`src/common/pdmev_pkg.sv`:
```
// package: register map, field layout and reset values of the pdm event/interrupt block
`default_nettype none
package pdmev_pkg;
   localparam logic [11:0] PDMEV_START_TRIGGER_OFF = 12'h000;
   localparam logic [11:0] PDMEV_STOP_TRIGGER_OFF  = 12'h004;
   localparam logic [11:0] PDMEV_STARTED_FLAG_OFF  = 12'h100;
   localparam logic [11:0] PDMEV_STOPPED_FLAG_OFF  = 12'h104;
   localparam logic [11:0] PDMEV_END_FLAG_OFF      = 12'h108;
   localparam logic [11:0] PDMEV_PUB_STARTED_OFF   = 12'h180;
   localparam logic [11:0] PDMEV_PUB_STOPPED_OFF   = 12'h184;
   localparam logic [11:0] PDMEV_PUB_END_OFF       = 12'h188;
   localparam logic [11:0] PDMEV_IRQ_ENABLE_OFF    = 12'h300;
   localparam logic [11:0] PDMEV_IRQ_ENABLE_SET_OFF = 12'h304;
   localparam logic [11:0] PDMEV_BUSY_STATUS_OFF   = 12'h400;
   // event bit positions in the enable registers
   localparam int PDMEV_BIT_STARTED = 0;
   localparam int PDMEV_BIT_STOPPED = 1;
   localparam int PDMEV_BIT_END     = 2;
   localparam int PDMEV_NUM_EVENTS  = 3;
   // publish register layout
   localparam int PDMEV_PUB_EN_BIT  = 31;
   localparam int PDMEV_CHANNEL_INDEX_W     = 4;
   localparam logic [31:0] PDMEV_RESET_VALUE = 32'h0000_0000;
   typedef enum logic [1:0] {
      PDMEV_IDLE     = 2'b00,
      PDMEV_RUNNING  = 2'b01,
      PDMEV_DRAINING = 2'b11
   } pdmev_state_t;
endpackage
`default_nettype wire

```
`src/hdl/pdmev_regs.sv`:
```
// pdm event flags, publish configuration and interrupt enables behind an apb slave
// Notes on behaviour
// - the stopped flag sets when a transfer finishes, reads 0 otherwise, and a written 0 clears it.
// - the end flag sets once the last sample of the programmed count is stored in data ram.
// - after a stop, the end flag sets when the last sample taken after that stop is stored.
// - the started publish register picks the channel on which the started event is broadcast.
// - the stopped publish register picks the channel on which the stopped event is broadcast.
// - the end publish register holds a channel index and enable bit, resets to zero, and publishes only when enabled.
// - bit 0 of the enable register lets the started event interrupt.
// - bit 1 of the enable register lets the stopped event interrupt.
// - bit 2 of the enable register lets the end event interrupt, and all enables reset to zero.
// - writing 1 to a bit of the set-enable register turns that enable on, and reads return the enables.
// - writing 1 to the start trigger begins continuous sampling.
// - writing 1 to the stop trigger halts sampling, later giving the stopped and end events.
// - the started flag sets when a transfer has begun and reads 0 otherwise.
//
// Chosen here: the APB slave port.
`timescale 1ns/100ps
`default_nettype none
module pdmev_regs
   import pdmev_pkg::*;
#(
   parameter int NUM_CHANNELS = 16
) (
   // clock and reset
   input  wire logic                    ref_clk,
   input  wire logic                    rst_n,
   // apb slave
   input  wire logic                    psel,
   input  wire logic                    penable,
   input  wire logic                    pwrite,
   input  wire logic [11:0]             paddr,
   input  wire logic [31:0]             pwdata,
   output logic [31:0]                  prdata,
   output logic                         pready,
   output logic                         pslverr,
   // sampling and dma core
   output logic                         core_start,
   output logic                         core_stop,
   input  wire logic                    core_started,
   input  wire logic                    core_last_sample_stored,
   input  wire logic                    core_stopped,
   // interconnect and interrupt
   output logic [NUM_CHANNELS-1:0]      publish_started,
   output logic [NUM_CHANNELS-1:0]      stopped_publish_cfg,
   output logic [NUM_CHANNELS-1:0]      publish_end,
   output logic                         irq
);
   initial begin
      if (NUM_CHANNELS < 1 || NUM_CHANNELS > (1 << PDMEV_CHANNEL_INDEX_W)) begin
         $error("pdmev_regs: NUM_CHANNELS out of range");
      end
   end

   typedef struct packed {
      logic                        started_flag;
      logic                        stopped_flag;
      logic                        end_flag;
      logic [PDMEV_CHANNEL_INDEX_W-1:0]    pub_started_idx;
      logic                        pub_started_en;
      logic [PDMEV_CHANNEL_INDEX_W-1:0]    pub_stopped_idx;
      logic                        pub_stopped_en;
      logic [PDMEV_CHANNEL_INDEX_W-1:0]    pub_end_idx;
      logic                        pub_end_en;
      logic [PDMEV_NUM_EVENTS-1:0] irq_en;
      pdmev_state_t                state;
      logic                        start_pulse;
      logic                        stop_pulse;
      logic                        ack;
      logic                        err;
      logic [31:0]                 rdata;
      logic                        irq;
   } pdmev_regs_t;

   pdmev_regs_t s_q;
   pdmev_regs_t s_d;

   logic setup_phase;
   logic access_end;
   logic wr;
   logic rd;
   logic mapped;
   logic [31:0] rd_mux;

   // zero-wait-state slave: pready is registered from the setup cycle; a write commits only
   // at the access edge that sees pready, while read data is captured at setup so it stands then
   assign setup_phase = psel && !penable;
   assign access_end  = psel && penable && s_q.ack;
   assign wr          = access_end && pwrite;
   assign rd          = setup_phase && !pwrite;

   always_comb begin
      mapped = 1'b1;
      rd_mux = 32'h0000_0000;
      case (paddr)
         PDMEV_START_TRIGGER_OFF:  rd_mux = 32'h0000_0000;
         PDMEV_STOP_TRIGGER_OFF:   rd_mux = 32'h0000_0000;
         PDMEV_STARTED_FLAG_OFF:   rd_mux = {31'h0, s_q.started_flag};
         PDMEV_STOPPED_FLAG_OFF:   rd_mux = {31'h0, s_q.stopped_flag};
         PDMEV_END_FLAG_OFF:       rd_mux = {31'h0, s_q.end_flag};
         PDMEV_PUB_STARTED_OFF:    rd_mux = {s_q.pub_started_en, 27'h0, s_q.pub_started_idx};
         PDMEV_PUB_STOPPED_OFF:    rd_mux = {s_q.pub_stopped_en, 27'h0, s_q.pub_stopped_idx};
         PDMEV_PUB_END_OFF:        rd_mux = {s_q.pub_end_en, 27'h0, s_q.pub_end_idx};
         PDMEV_IRQ_ENABLE_OFF:     rd_mux = {29'h0, s_q.irq_en};
         PDMEV_IRQ_ENABLE_SET_OFF: rd_mux = {29'h0, s_q.irq_en};
         PDMEV_BUSY_STATUS_OFF:    rd_mux = {30'h0, s_q.state};
         default:                  mapped = 1'b0;
      endcase
   end

   always_comb begin
      s_d             = s_q;
      s_d.start_pulse = 1'b0;
      s_d.stop_pulse  = 1'b0;
      s_d.ack         = setup_phase;
      s_d.err         = setup_phase && !mapped;
      s_d.rdata       = rd ? rd_mux : 32'h0000_0000;

      // software writes first, so a hardware set in the same cycle wins below
      if (wr) begin
         case (paddr)
            PDMEV_START_TRIGGER_OFF: s_d.start_pulse = pwdata[0];
            PDMEV_STOP_TRIGGER_OFF:  s_d.stop_pulse  = pwdata[0];
            PDMEV_STARTED_FLAG_OFF:  s_d.started_flag = pwdata[0];
            PDMEV_STOPPED_FLAG_OFF:  s_d.stopped_flag = pwdata[0];
            PDMEV_END_FLAG_OFF:      s_d.end_flag     = pwdata[0];
            PDMEV_PUB_STARTED_OFF: begin
               s_d.pub_started_idx = pwdata[PDMEV_CHANNEL_INDEX_W-1:0];
               s_d.pub_started_en  = pwdata[PDMEV_PUB_EN_BIT];
            end
            PDMEV_PUB_STOPPED_OFF: begin
               s_d.pub_stopped_idx = pwdata[PDMEV_CHANNEL_INDEX_W-1:0];
               s_d.pub_stopped_en  = pwdata[PDMEV_PUB_EN_BIT];
            end
            PDMEV_PUB_END_OFF: begin
               s_d.pub_end_idx = pwdata[PDMEV_CHANNEL_INDEX_W-1:0];
               s_d.pub_end_en  = pwdata[PDMEV_PUB_EN_BIT];
            end
            PDMEV_IRQ_ENABLE_OFF: begin
               s_d.irq_en[PDMEV_BIT_STARTED] = pwdata[PDMEV_BIT_STARTED];
               s_d.irq_en[PDMEV_BIT_STOPPED] = pwdata[PDMEV_BIT_STOPPED];
               s_d.irq_en[PDMEV_BIT_END]     = pwdata[PDMEV_BIT_END];
            end
            // ones set, zeros leave the enable alone
            PDMEV_IRQ_ENABLE_SET_OFF: s_d.irq_en = s_q.irq_en | pwdata[PDMEV_NUM_EVENTS-1:0];
            default: ;
         endcase
      end

      // transfer tracking; stop during a run waits for the core to drain
      case (s_q.state)
         PDMEV_IDLE:     if (s_q.start_pulse) s_d.state = PDMEV_RUNNING;
         PDMEV_RUNNING:  if (s_q.stop_pulse) s_d.state = PDMEV_DRAINING;
         PDMEV_DRAINING: if (core_stopped) s_d.state = PDMEV_IDLE;
         default:        s_d.state = PDMEV_IDLE;
      endcase
      if (core_stopped) begin
         s_d.state = PDMEV_IDLE;
      end

      if (core_started) begin
         s_d.started_flag = 1'b1;
      end
      if (core_stopped) begin
         s_d.stopped_flag = 1'b1;
      end
      // the core raises this for the count limit and for the last sample after a stop
      if (core_last_sample_stored) begin
         s_d.end_flag = 1'b1;
      end

      s_d.irq = (s_d.started_flag && s_d.irq_en[PDMEV_BIT_STARTED])
             || (s_d.stopped_flag && s_d.irq_en[PDMEV_BIT_STOPPED])
             || (s_d.end_flag && s_d.irq_en[PDMEV_BIT_END]);
   end

   always_ff @(posedge ref_clk or negedge rst_n) begin
      if (!rst_n) begin
         s_q       <= '0;
         s_q.state <= PDMEV_IDLE;
      end else begin
         s_q <= s_d;
      end
   end

   assign prdata     = s_q.rdata;
   assign pready     = s_q.ack;
   assign pslverr    = s_q.err;
   assign core_start = s_q.start_pulse;
   assign core_stop  = s_q.stop_pulse;
   assign irq        = s_q.irq;

   // event publishers
   pdmev_publish #(.NUM_CHANNELS(NUM_CHANNELS)) u_pub_started (
      .ref_clk       (ref_clk),
      .rst_n         (rst_n),
      .channel_index (s_q.pub_started_idx),
      .publish_en    (s_q.pub_started_en),
      .event_pulse   (core_started),
      .channel_q     (publish_started)
   );

   pdmev_publish #(.NUM_CHANNELS(NUM_CHANNELS)) u_pub_stopped (
      .ref_clk       (ref_clk),
      .rst_n         (rst_n),
      .channel_index (s_q.pub_stopped_idx),
      .publish_en    (s_q.pub_stopped_en),
      .event_pulse   (core_stopped),
      .channel_q     (stopped_publish_cfg)
   );

   pdmev_publish #(.NUM_CHANNELS(NUM_CHANNELS)) u_pub_end (
      .ref_clk       (ref_clk),
      .rst_n         (rst_n),
      .channel_index (s_q.pub_end_idx),
      .publish_en    (s_q.pub_end_en),
      .event_pulse   (core_last_sample_stored),
      .channel_q     (publish_end)
   );

   // apb timing
   chk_ready_after_setup: assert property (@(posedge ref_clk) disable iff (!rst_n)
      (psel && !penable) |=> pready)
      else $error("pready missing after setup");

   chk_ready_one_cycle: assert property (@(posedge ref_clk) disable iff (!rst_n)
      pready |=> !pready)
      else $error("pready held too long");

   chk_err_with_ready: assert property (@(posedge ref_clk) disable iff (!rst_n)
      pslverr |-> pready)
      else $error("pslverr without pready");

   chk_rdata_quiet: assert property (@(posedge ref_clk) disable iff (!rst_n)
      !pready |-> (prdata == 32'h0000_0000))
      else $error("read data outside the answer cycle");

   // event flags: a hardware set wins over a software clear in the same cycle
   chk_started_flag_set: assert property (@(posedge ref_clk) disable iff (!rst_n)
      core_started |=> s_q.started_flag)
      else $error("started flag missed");

   chk_started_flag_clear: assert property (@(posedge ref_clk) disable iff (!rst_n)
      (wr && paddr == PDMEV_STARTED_FLAG_OFF && !pwdata[0] && !core_started) |=> !s_q.started_flag)
      else $error("started flag not cleared");

   chk_stopped_flag_set: assert property (@(posedge ref_clk) disable iff (!rst_n)
      core_stopped |=> s_q.stopped_flag)
      else $error("stopped flag missed");

   chk_stopped_flag_clear: assert property (@(posedge ref_clk) disable iff (!rst_n)
      (wr && paddr == PDMEV_STOPPED_FLAG_OFF && !pwdata[0] && !core_stopped) |=> !s_q.stopped_flag)
      else $error("stopped flag not cleared");

   chk_end_flag_set: assert property (@(posedge ref_clk) disable iff (!rst_n)
      core_last_sample_stored |=> s_q.end_flag)
      else $error("end flag missed");

   chk_end_after_stop: assert property (@(posedge ref_clk) disable iff (!rst_n)
      (s_q.state == PDMEV_DRAINING && core_last_sample_stored) |=> s_q.end_flag)
      else $error("end after stop missed");

   chk_end_flag_clear: assert property (@(posedge ref_clk) disable iff (!rst_n)
      (wr && paddr == PDMEV_END_FLAG_OFF && !pwdata[0] && !core_last_sample_stored) |=> !s_q.end_flag)
      else $error("end flag not cleared");

   // publishing follows the raw core pulse, gated by the configuration held at that edge
   chk_pub_cfg: assert property (@(posedge ref_clk) disable iff (!rst_n)
      (wr && paddr == PDMEV_PUB_STARTED_OFF) |=> (s_q.pub_started_idx == $past(pwdata[3:0])))
      else $error("started publish cfg lost");

   chk_started_publish: assert property (@(posedge ref_clk) disable iff (!rst_n)
      (core_started && s_q.pub_started_en && int'(s_q.pub_started_idx) < NUM_CHANNELS)
      |=> ($onehot(publish_started) && publish_started[$past(s_q.pub_started_idx)]))
      else $error("started event not published");

   chk_started_quiet: assert property (@(posedge ref_clk) disable iff (!rst_n)
      !(core_started && s_q.pub_started_en) |=> (publish_started == '0))
      else $error("started channel pulsed without cause");

   chk_pub_stop_cfg: assert property (@(posedge ref_clk) disable iff (!rst_n)
      (wr && paddr == PDMEV_PUB_STOPPED_OFF) |=> (s_q.pub_stopped_idx == $past(pwdata[3:0])))
      else $error("stopped publish cfg lost");

   chk_stopped_publish: assert property (@(posedge ref_clk) disable iff (!rst_n)
      (core_stopped && s_q.pub_stopped_en && int'(s_q.pub_stopped_idx) < NUM_CHANNELS)
      |=> ($onehot(stopped_publish_cfg) && stopped_publish_cfg[$past(s_q.pub_stopped_idx)]))
      else $error("stopped event not published");

   chk_stopped_quiet: assert property (@(posedge ref_clk) disable iff (!rst_n)
      !(core_stopped && s_q.pub_stopped_en) |=> (stopped_publish_cfg == '0))
      else $error("stopped channel pulsed without cause");

   chk_pub_end_cfg: assert property (@(posedge ref_clk) disable iff (!rst_n)
      (wr && paddr == PDMEV_PUB_END_OFF)
      |=> ({s_q.pub_end_en, s_q.pub_end_idx} == {$past(pwdata[PDMEV_PUB_EN_BIT]), $past(pwdata[3:0])}))
      else $error("end publish cfg lost");

   chk_end_publish: assert property (@(posedge ref_clk) disable iff (!rst_n)
      (core_last_sample_stored && s_q.pub_end_en && int'(s_q.pub_end_idx) < NUM_CHANNELS)
      |=> ($onehot(publish_end) && publish_end[$past(s_q.pub_end_idx)]))
      else $error("end event not published");

   chk_end_publish_gate: assert property (@(posedge ref_clk) disable iff (!rst_n)
      (core_last_sample_stored && !s_q.pub_end_en) |=> (publish_end == '0))
      else $error("end published while disabled");

   // interrupt enables and the level output
   chk_enable_write: assert property (@(posedge ref_clk) disable iff (!rst_n)
      (wr && paddr == PDMEV_IRQ_ENABLE_OFF) |=> (s_q.irq_en == $past(pwdata[2:0])))
      else $error("enable write lost");

   chk_set_enables: assert property (@(posedge ref_clk) disable iff (!rst_n)
      (wr && paddr == PDMEV_IRQ_ENABLE_SET_OFF) |=> ((s_q.irq_en & $past(pwdata[2:0])) == $past(pwdata[2:0])))
      else $error("set-enable did not set");

   chk_set_keeps_ones: assert property (@(posedge ref_clk) disable iff (!rst_n)
      (wr && paddr == PDMEV_IRQ_ENABLE_SET_OFF) |=> ((s_q.irq_en & $past(s_q.irq_en)) == $past(s_q.irq_en)))
      else $error("set-enable cleared a bit");

   chk_enable_read: assert property (@(posedge ref_clk) disable iff (!rst_n)
      (rd && paddr == PDMEV_IRQ_ENABLE_SET_OFF) |=> (prdata == {29'h0, $past(s_q.irq_en)}))
      else $error("set-enable read wrong");

   // irq is registered with the flags, so it must always match the stored flags and enables
   chk_irq_level: assert property (@(posedge ref_clk) disable iff (!rst_n)
      irq == ((s_q.started_flag && s_q.irq_en[PDMEV_BIT_STARTED])
              || (s_q.stopped_flag && s_q.irq_en[PDMEV_BIT_STOPPED])
              || (s_q.end_flag && s_q.irq_en[PDMEV_BIT_END])))
      else $error("irq level wrong");

   // triggers and transfer tracking
   chk_start_trigger: assert property (@(posedge ref_clk) disable iff (!rst_n)
      (wr && paddr == PDMEV_START_TRIGGER_OFF && pwdata[0]) |=> core_start ##1 !core_start)
      else $error("start trigger pulse wrong");

   chk_stop_trigger: assert property (@(posedge ref_clk) disable iff (!rst_n)
      (wr && paddr == PDMEV_STOP_TRIGGER_OFF && pwdata[0]) |=> core_stop ##1 !core_stop)
      else $error("stop trigger pulse wrong");

   chk_run_on_start: assert property (@(posedge ref_clk) disable iff (!rst_n)
      (s_q.state == PDMEV_IDLE && core_start && !core_stopped) |=> (s_q.state == PDMEV_RUNNING))
      else $error("start did not enter running");

   chk_drain_on_stop: assert property (@(posedge ref_clk) disable iff (!rst_n)
      (s_q.state == PDMEV_RUNNING && core_stop && !core_stopped) |=> (s_q.state == PDMEV_DRAINING))
      else $error("stop did not enter draining");
endmodule
`default_nettype wire

```
`src/hdl/pdmev_publish.sv`:
```
// one event publisher: broadcasts a pulse onto the chosen interconnect channel when enabled
`timescale 1ns/100ps
`default_nettype none
module pdmev_publish
   import pdmev_pkg::*;
#(
   parameter int NUM_CHANNELS = 16
) (
   // clock and reset
   input  wire logic                    ref_clk,
   input  wire logic                    rst_n,
   // configuration and event
   input  wire logic [PDMEV_CHANNEL_INDEX_W-1:0] channel_index,
   input  wire logic                    publish_en,
   input  wire logic                    event_pulse,
   // interconnect
   output logic [NUM_CHANNELS-1:0]      channel_q
);
   initial begin
      if (NUM_CHANNELS < 1 || NUM_CHANNELS > (1 << PDMEV_CHANNEL_INDEX_W)) begin
         $error("pdmev_publish: NUM_CHANNELS out of range");
      end
   end

   typedef struct packed {
      logic [NUM_CHANNELS-1:0] chan;
   } pdmev_pub_t;

   pdmev_pub_t s_q;
   pdmev_pub_t s_d;

   always_comb begin
      s_d = '0;
      for (int i = 0; i < NUM_CHANNELS; i++) begin
         // a disabled publisher stays silent on every channel
         s_d.chan[i] = event_pulse && publish_en && (int'(channel_index) == i);
      end
   end

   always_ff @(posedge ref_clk or negedge rst_n) begin
      if (!rst_n) begin
         s_q <= '0;
      end else begin
         s_q <= s_d;
      end
   end

   assign channel_q = s_q.chan;
endmodule
`default_nettype wire

```
`config.mk`:
```
export PLATFORM = sky130hd
export DESIGN_NAME = pdmev_regs
export DESIGN_NICKNAME = d
export VERILOG_FILES = /design/src/common/pdmev_pkg.sv /design/src/hdl/pdmev_regs.sv /design/src/hdl/pdmev_publish.sv
export SDC_FILE = /design/constraint.sdc
export NUM_CORES = 1
export LEC_CHECK = 0
export ABC_AREA = 1
export BUFFER_PORTS_ARGS = -buffer_cell sky130_fd_sc_hd__buf_2
export CORE_UTILIZATION = 49
export CTS_BUF_LIST = sky130_fd_sc_hd__clkbuf_16
export CTS_CLUSTER_SIZE = 24
export DETAILED_ROUTE_END_ITERATION = 8
export HOLD_SLACK_MARGIN = 0.02
export PLACE_DENSITY = 0.83
export SKIP_LAST_GASP = 1
export SLEW_MARGIN = 10
export SYNTH_ARGS = -nofsm -noshare
export SYNTH_HDL_FRONTEND = slang
export SYNTH_SLANG_ARGS = --single-unit
export TNS_END_PERCENT = 1
```
`constraint.sdc`:
```
create_clock -name ref_clk -period 1.3 [get_ports ref_clk]
set_input_delay 0.065 -clock ref_clk [delete_from_list [all_inputs] [get_ports ref_clk]]
set_output_delay 0.065 -clock ref_clk [all_outputs]
set_load 0.01 [all_outputs]
```
# After elaboration in Yosys (flattened, before gate mapping)
# Index checks and enable logic that the tools add are counted.
# totals
out_inout_bits	85
input_bits	52
ff_bits	108
# classes
muxes	21
n_reduce_logical	76
eq_ne	60
n_bitwise	1
# ops
op	n
$pmux 32 s8	1
$eq 4x4->1 const B	24
$eq 12x9->1 const B	6
$logic_and 1x1->1	60
$eq 4x3->1 const B	12
$mux 32	1
$eq 12x10->1 const B	2
$eq 4x2->1 const B	6
$mux 21	1
$mux 5	3
$eq 12x11->1 const B	1
$eq 12x3->1 const B	1
$eq 4x1->1 const B	3
$logic_not 12->1	1
$logic_not 4->1	3
$reduce_or 11->1	1
$mux 1	9
$mux 2	4
$ne 3x3->1 const B	2
$pmux 2 s3	1
$pmux 3 s2	1
$reduce_and 2->1	3
$logic_not 1->1	3
$or 3x3->3	1
other kinds (7)	8

# Depth between registers and ports, before layout
# Gate-level depths: netlist (run 1).
# depth
word_depth	8
depth_mapped	11
mapped_depth_nobuf	10

# By module
# From an unflattened synthesis (run 1), not the netlist that was laid out.
# hier_totals
hier_cells	407
hier_area_um2	3601.0
# modules_own_cells
mod	n_inst	cells_each	area_per_inst_um2
pdmev_regs	1	254	2005.7
pdmev_publish	3	51	531.8

# Worst setup path before layout (run 1)
# No wires, ideal clock.
# synth_path
path_type	register to register
start	reg s_q (netlist bit pready)
end	reg s_q (netlist bit irq)
path_stages_with_launch	9
arrival_ns	1.157
setup_slack_ns	0.019
required_time_ns	1.176
n_path_buf	1
path_cell_list	dfrtp_1 -> nand4_1 -> inv_1 -> buf_2 -> nand3_1 -> a21oi_1 -> nand2_1 -> nand2_1 -> nand3_1
# synth_lines
element	line	rtl
from (decl)	pdmev_regs.sv:75	pdmev_regs_t s_q;

==> metrics.txt, run 1 <==
R2R cell count=8; pin count of the biggest net entering global routing=50; Design Power=between 5 and 6 mW; Post-Synthesis Cells=slightly below 400; vias in the first global route=between 2k and 3k; internal cell power=4.26 mW; Ys Warns=0; global route total overflow=0; fmax=slightly below 800 MHz; WL final=7530 um; CTS Root Cell=clkbuf_16; worst path arrival time=~1.6 ns; WS Path Type=reg -> reg; Final Slew Violations=0; status=complete, no violations; setup TNS=0 ns; main flop type after synthesis=dfrtp_1; worst hold-check path type=in -> reg; setup violators final=0; Die Ht=approximately 87 um; cell taking the most area after synthesis=dfrtp_1; area fraction of the dominant cell type after synthesis=0.573; worst hold slack=between 0.03 and 0.04 ns; DR vias=2,848; CP max FO=3; unrepaired setup endpoints after global routing=yes; Initial Utilization=0.515; clock power share=0.484; first-pass GRT wire length=12,100 um; Yosys reg bits=81; Worst-path clk slew=0.06 ns; crit start category=flop; drt first pass iters=4; FF-to-FF End=irq; Final GP Congestion=0.864; sequential cell fraction of total power=0.471; initial DRC count=139; count of input and output buffers=82; hold path startpoint=core_stopped; Lkg Pwr=2.38 nW; synthesized area=3540 um^2; Max Cap Viol=0; post-placement cell count=573; post-synthesis sequential area ratio=0.573; Post-synth EDFFs=0; CTS tree=yes; Post-synth top cells=81 x dfrtp_1, 71 x nand2_1, 50 x nor2_1; Net Sw Frac=0.207; R2R Setup Slk=0.01 ns; area occupied by registers=2030 um^2; Multi-input gate area=1220 um^2; maximum vdd ir drop=0.662 mV; Hold Path End=s_q[37]; most numerous cell in the Yosys netlist=dfrtp_1; NetSw=between 1 and 1.5 mW; Wirelength per Cell=12.6 um; fillers=582; Max clock buf depth=2; drt via density=4.76; Nets=550; Rows=30; Die W=86.9 um; hold path depth=3; ranking of synthesized cells by area=dfrtp_1 57%, nand2_1 7.5%, buf_4 6.8%; CORE AREA=6870 um^2; CTS Sinks=81; post-route ant nets=0; Synth cell types=28; Clock Skew=0.00615 ns; diode count=0; Comb power frac=0.046; initial antenna violation count=0; Post-route DRC=0; P per Cell Area=1200 nW/um^2; r2r startpoint=pready; Num CTS Buffers=9; post-synthesis async set-or-reset flop share=1.00; fin crit period=1.29 ns; share of cells above drive strength 1=0.289; final worst-path cycle share=0.991; Layout Area Growth over Synthesis=26.8%; CTS H-Tree Depth=3; Avg Cell Area, Syn=about 9 um^2; Die Footprint=around 7600 um^2; final non-filler cell total=598; kind of end point of the critical path=flop; GR Util All Layers=0.211; worst skew pair latency=0.33 ns; Worst Path Required=1.57 ns; total I/O pin count=137; DPL Wire Length=approximately 5500 um; Hold Fails Final Rpt=0
==> how the worst max path moves through the flow <==
stage,start,end,depth (start not counted)
2_1_floorplan,pready,irq,8
4_1_cts,pready,irq,7
3_5_place_dp,pready,s_q[45],6
6_report,pready,irq,8
5_1_grt,pready,irq,8
3_3_place_gp,pready,irq,7
==> metrics by stage <==
step | util | cell area [um^2] | setup WS [ns]
after detailed placement | 0.587 | 4030 | -0.0290
after floorplan | - | 3630 | 0.0193
after global routing | 0.653 | 4480 | -0.0645
final | 0.653 | 4480 | 0.0117
after CTS | 0.639 | 4390 | 0.00297
after global placement | 0.587 | 4030 | -0.00747
==> state kept, by name, summed over array words and instances, names as in the netlist <==
register	count
core_start	1
u_pub_end.channel_q	16
u_pub_stopped.channel_q	16
pready	1
pslverr	1
core_stop	1
u_pub_started.channel_q	16
prdata	5
s_q	23
irq	1
==> worst max-delay path, cell delays in order, from the launching register on <==
cell and delay, ns:
dfrtp_1 0.35, nand4_1 0.11, buf_6 0.17, nor2_4 0.10
buf_6 0.11, nand2_4 0.05, o21ai_2 0.17, nand2_1 0.08
nand3_1 0.08
==> final cells by class <==
type,instances,share of cell area
clock buffer,9,0.0502
clock inverter,6,0.0190
inverter,41,0.0366
multi-input combinational,258,0.273
sequential,81,0.452
tap,96,0.0268
timing repair buffer,106,0.141
timing repair inverter,1,0.00167
==> logic make-up after synthesis <==
group | count (synthesis) | synth area share
compound gates | 24 | 0.0396
buf+inv | 76 | 0.118
flops | 81 | 0.573
other cells | 1 | 0.00106
simple gates | 207 | 0.268
==> power by group through the flow <==
| stage | Clock, mW | Combinational (mW) | Sequential (mW) |
|---|---|---|---|
| 6_report | 2.60 | 0.246 | 2.53 |
| 5_1_grt | 2.77 | 0.276 | 2.53 |
| 4_1_cts | 2.64 | 0.241 | 2.53 |
| 3_5_place_dp | 0 | 0.228 | 2.58 |
| 3_3_place_gp | 0 | 0.224 | 2.58 |
| 2_1_floorplan | 0 | 0.151 | 2.58 |
==> layout by cell type, fill, tap and decap left out, types with 7 or more instances in the layout <==
| cell type | netlist | layout |
|---|---|---|
| dfrtp_1 | 81 | 81 |
| buf_2 | 2 | 80 |
| nand2_1 | 71 | 71 |
| nor2_1 | 50 | 49 |
| inv_1 | 38 | 38 |
| conb_1 | 1 | 27 |
| nand3_1 | 28 | 26 |
| nor3_1 | 26 | 26 |
| buf_4 | 32 | 17 |
| o21ai_0 | 16 | 16 |
| nand4_1 | 10 | 10 |
| clkbuf_16 | 0 | 9 |
| nand2_2 | 8 | 7 |
==> routing by layer <==
metal,vias to the layer above,share of wire,GRT usage
met5,-,0,0
met4,0,0.023,0.0894
met3,19,0.066,0.0635
met2,117,0.49,0.353
met1,1301,0.42,0.254
li1,1411,-,-
==> what timing repair did <==
item	in CTS	in global routing
pin swaps	0	9
endpoints found under the setup margin	14	14
gates cloned	0	1
hold endpoints to repair	35	0
hold buffers	5	0
buffers inserted	0	5
resized for setup	1	14
Power figures use the tool's default switching activity.
==> inputs of run 2 (changes only) <==
CTS_BUF_LIST = not set   (was sky130_fd_sc_hd__clkbuf_16)
==> run 2 against run 1 <==
Net effect: global-route usage decreased by 0.52 points; combinational power about the same; via count decreased by 1.2%; critical path depth increased by 1; clock-buffer cell count increased by 1; routed wire length decreased by 3.1%; utilization decreased by 1.5 points; non-clock buffer count unchanged; worst setup slack improved by 0.017 ns; sequential share of layout area increased by 1.1 points.
==> metrics.txt, run 2 (same netlist as run 1, synthesis figures left out) <==
CTS Sinks=between 80 and 90; setup TNS=0 ns; total I/O pin count=137; worst skew pair latency=0.35 ns; status=complete, no violations; unrepaired setup endpoints after global routing=yes; drt via density=4.71; CTS Root Cell=clkbuf_8; setup violators final=0; Nets=550; CTS H-Tree Depth=3; Max Cap Viol=0; Worst-path clk slew=0.08 ns; worst hold-check path type=in -> reg; Final Slew Violations=0; Die Ht=86.9 um; CORE AREA=6870 um^2; initial antenna violation count=0; DPL Wire Length=5480 um; placed instance area=4030 um^2; Lkg Pwr=about 2.3 nW; kind of end point of the critical path=flop; pin count of the biggest net entering global routing=50; Die W=86.9 um; Largest Register=s_q; Post-route DRC=0; drt first pass iters=4; Die Footprint=7560 um^2; worst path arrival time=roughly 1.5 ns; post-placement cell count=573; fmax=787 MHz; Worst Path Required=1.53 ns; most frequent cells in the layout=81 x dfrtp_1, 81 x buf_2, 71 x nand2_1; Design Power=4.70 mW; fillers=610; worst hold slack=slightly above 0.04 ns; Layout Area Growth over Synthesis=23.8%; diode count=0; initial DRC count=135; Hold Fails Final Rpt=0; WS Path Type=in -> reg; pre-CTS setup slack=-0.0290 ns; WL final=7300 um; max reg flops=23; count of input and output buffers=82; Final GP Congestion=0.864; Final Instance Area=4380 um^2; crit start category=input port; maximum vdd ir drop=about 0.56 mV; final setup margin=0.0288 ns; Clock Skew=0.00863 ns; Wirelength per Cell=12.2 um; global route total overflow=0; Num CTS Buffers=9; Rows=30; Initial Utilization=0.515; DR vias=2,814; vias in the first global route=2,717; CTS tree=yes; post-route ant nets=0; first-pass GRT wire length=~12,000 um; CP max FO=5; fin crit period=1.27 ns; final worst-path cycle share=0.978; Max clock buf depth=2; final non-filler cell total=between 500 and 600; Util after Layout=0.637; P per Cell Area=about 1100 nW/um^2; GR Util All Layers=0.206; share of cells above drive strength 1=0.289
==> run 2: cell types whose count changed in the layout (fill, tap and decap cells not counted), sizes merged <==
cell and delta:
buf -1, clkbuf +1, dlygate4sd3 +1, inv -1
==> run 2: repair_timing <==
action / 4_1_cts / 5_1_grt
endpoints found under the hold margin: 43 / 0
cloned: 0 / 1
endpoints found under the setup margin: 14 / 14
hold buffers: 6 / 0
pin swaps: 0 / 7
buffers inserted: 0 / 3
resized for setup: 2 / 12
==> run 2: routing by layer <==
layer	up-vias	wire, um	track usage
li1	1407	-	-
met2	100	3550	0.344
met5	-	0	0
met4	0	157	0.0924
met3	17	425	0.0540
met1	1290	3160	0.252
==> run 2: worst paths after layout <==
kind,from,to,slack [ns],cells after the start
worst max-delay path,penable,irq,0.03,9
worst min-delay path,pwdata[0],core_start,0.04,3
worst max register to register,pready,irq,0.03,7
worst min register to register,core_start,s_q[37],0.50,2
max in group asynchronous,rst_n,prdata[3],0.54,3
min in group asynchronous,rst_n,u_pub_end.channel_q[6],0.18,2
==> run 2: layout make-up <==
type,count,area [um^2],area share
Sequential cell,81,2030,0.463
Multi-Input combinational cell,258,1220,0.279
Timing Repair Buffer,106,628,0.143
Inverter,41,164,0.0374
Clock buffer,10,128,0.0292
Tap cell,96,120,0.0274
Clock inverter,5,81.3,0.0186
Timing Repair inverter,1,7.51,0.00171
==> run 2: where the power goes <==
part,internal [mW],leakage [nW],switching [mW]
Sequential,2.52,1.11,0.00379
Combinational,0.0763,1.10,0.171
Clock,1.07,0.102,0.857
Total,3.67,2.31,1.03
==> run 2: worst max-delay path, stage by stage <==
cell	delay (ns)
dlygate4sd3_1	0.54
buf_2	0.13
nand4_1	0.10
buf_6	0.16
clkinvlp_4	0.14
nand4_1	0.12
nand3_2	0.10
nand2_1	0.08
nand3_1	0.07
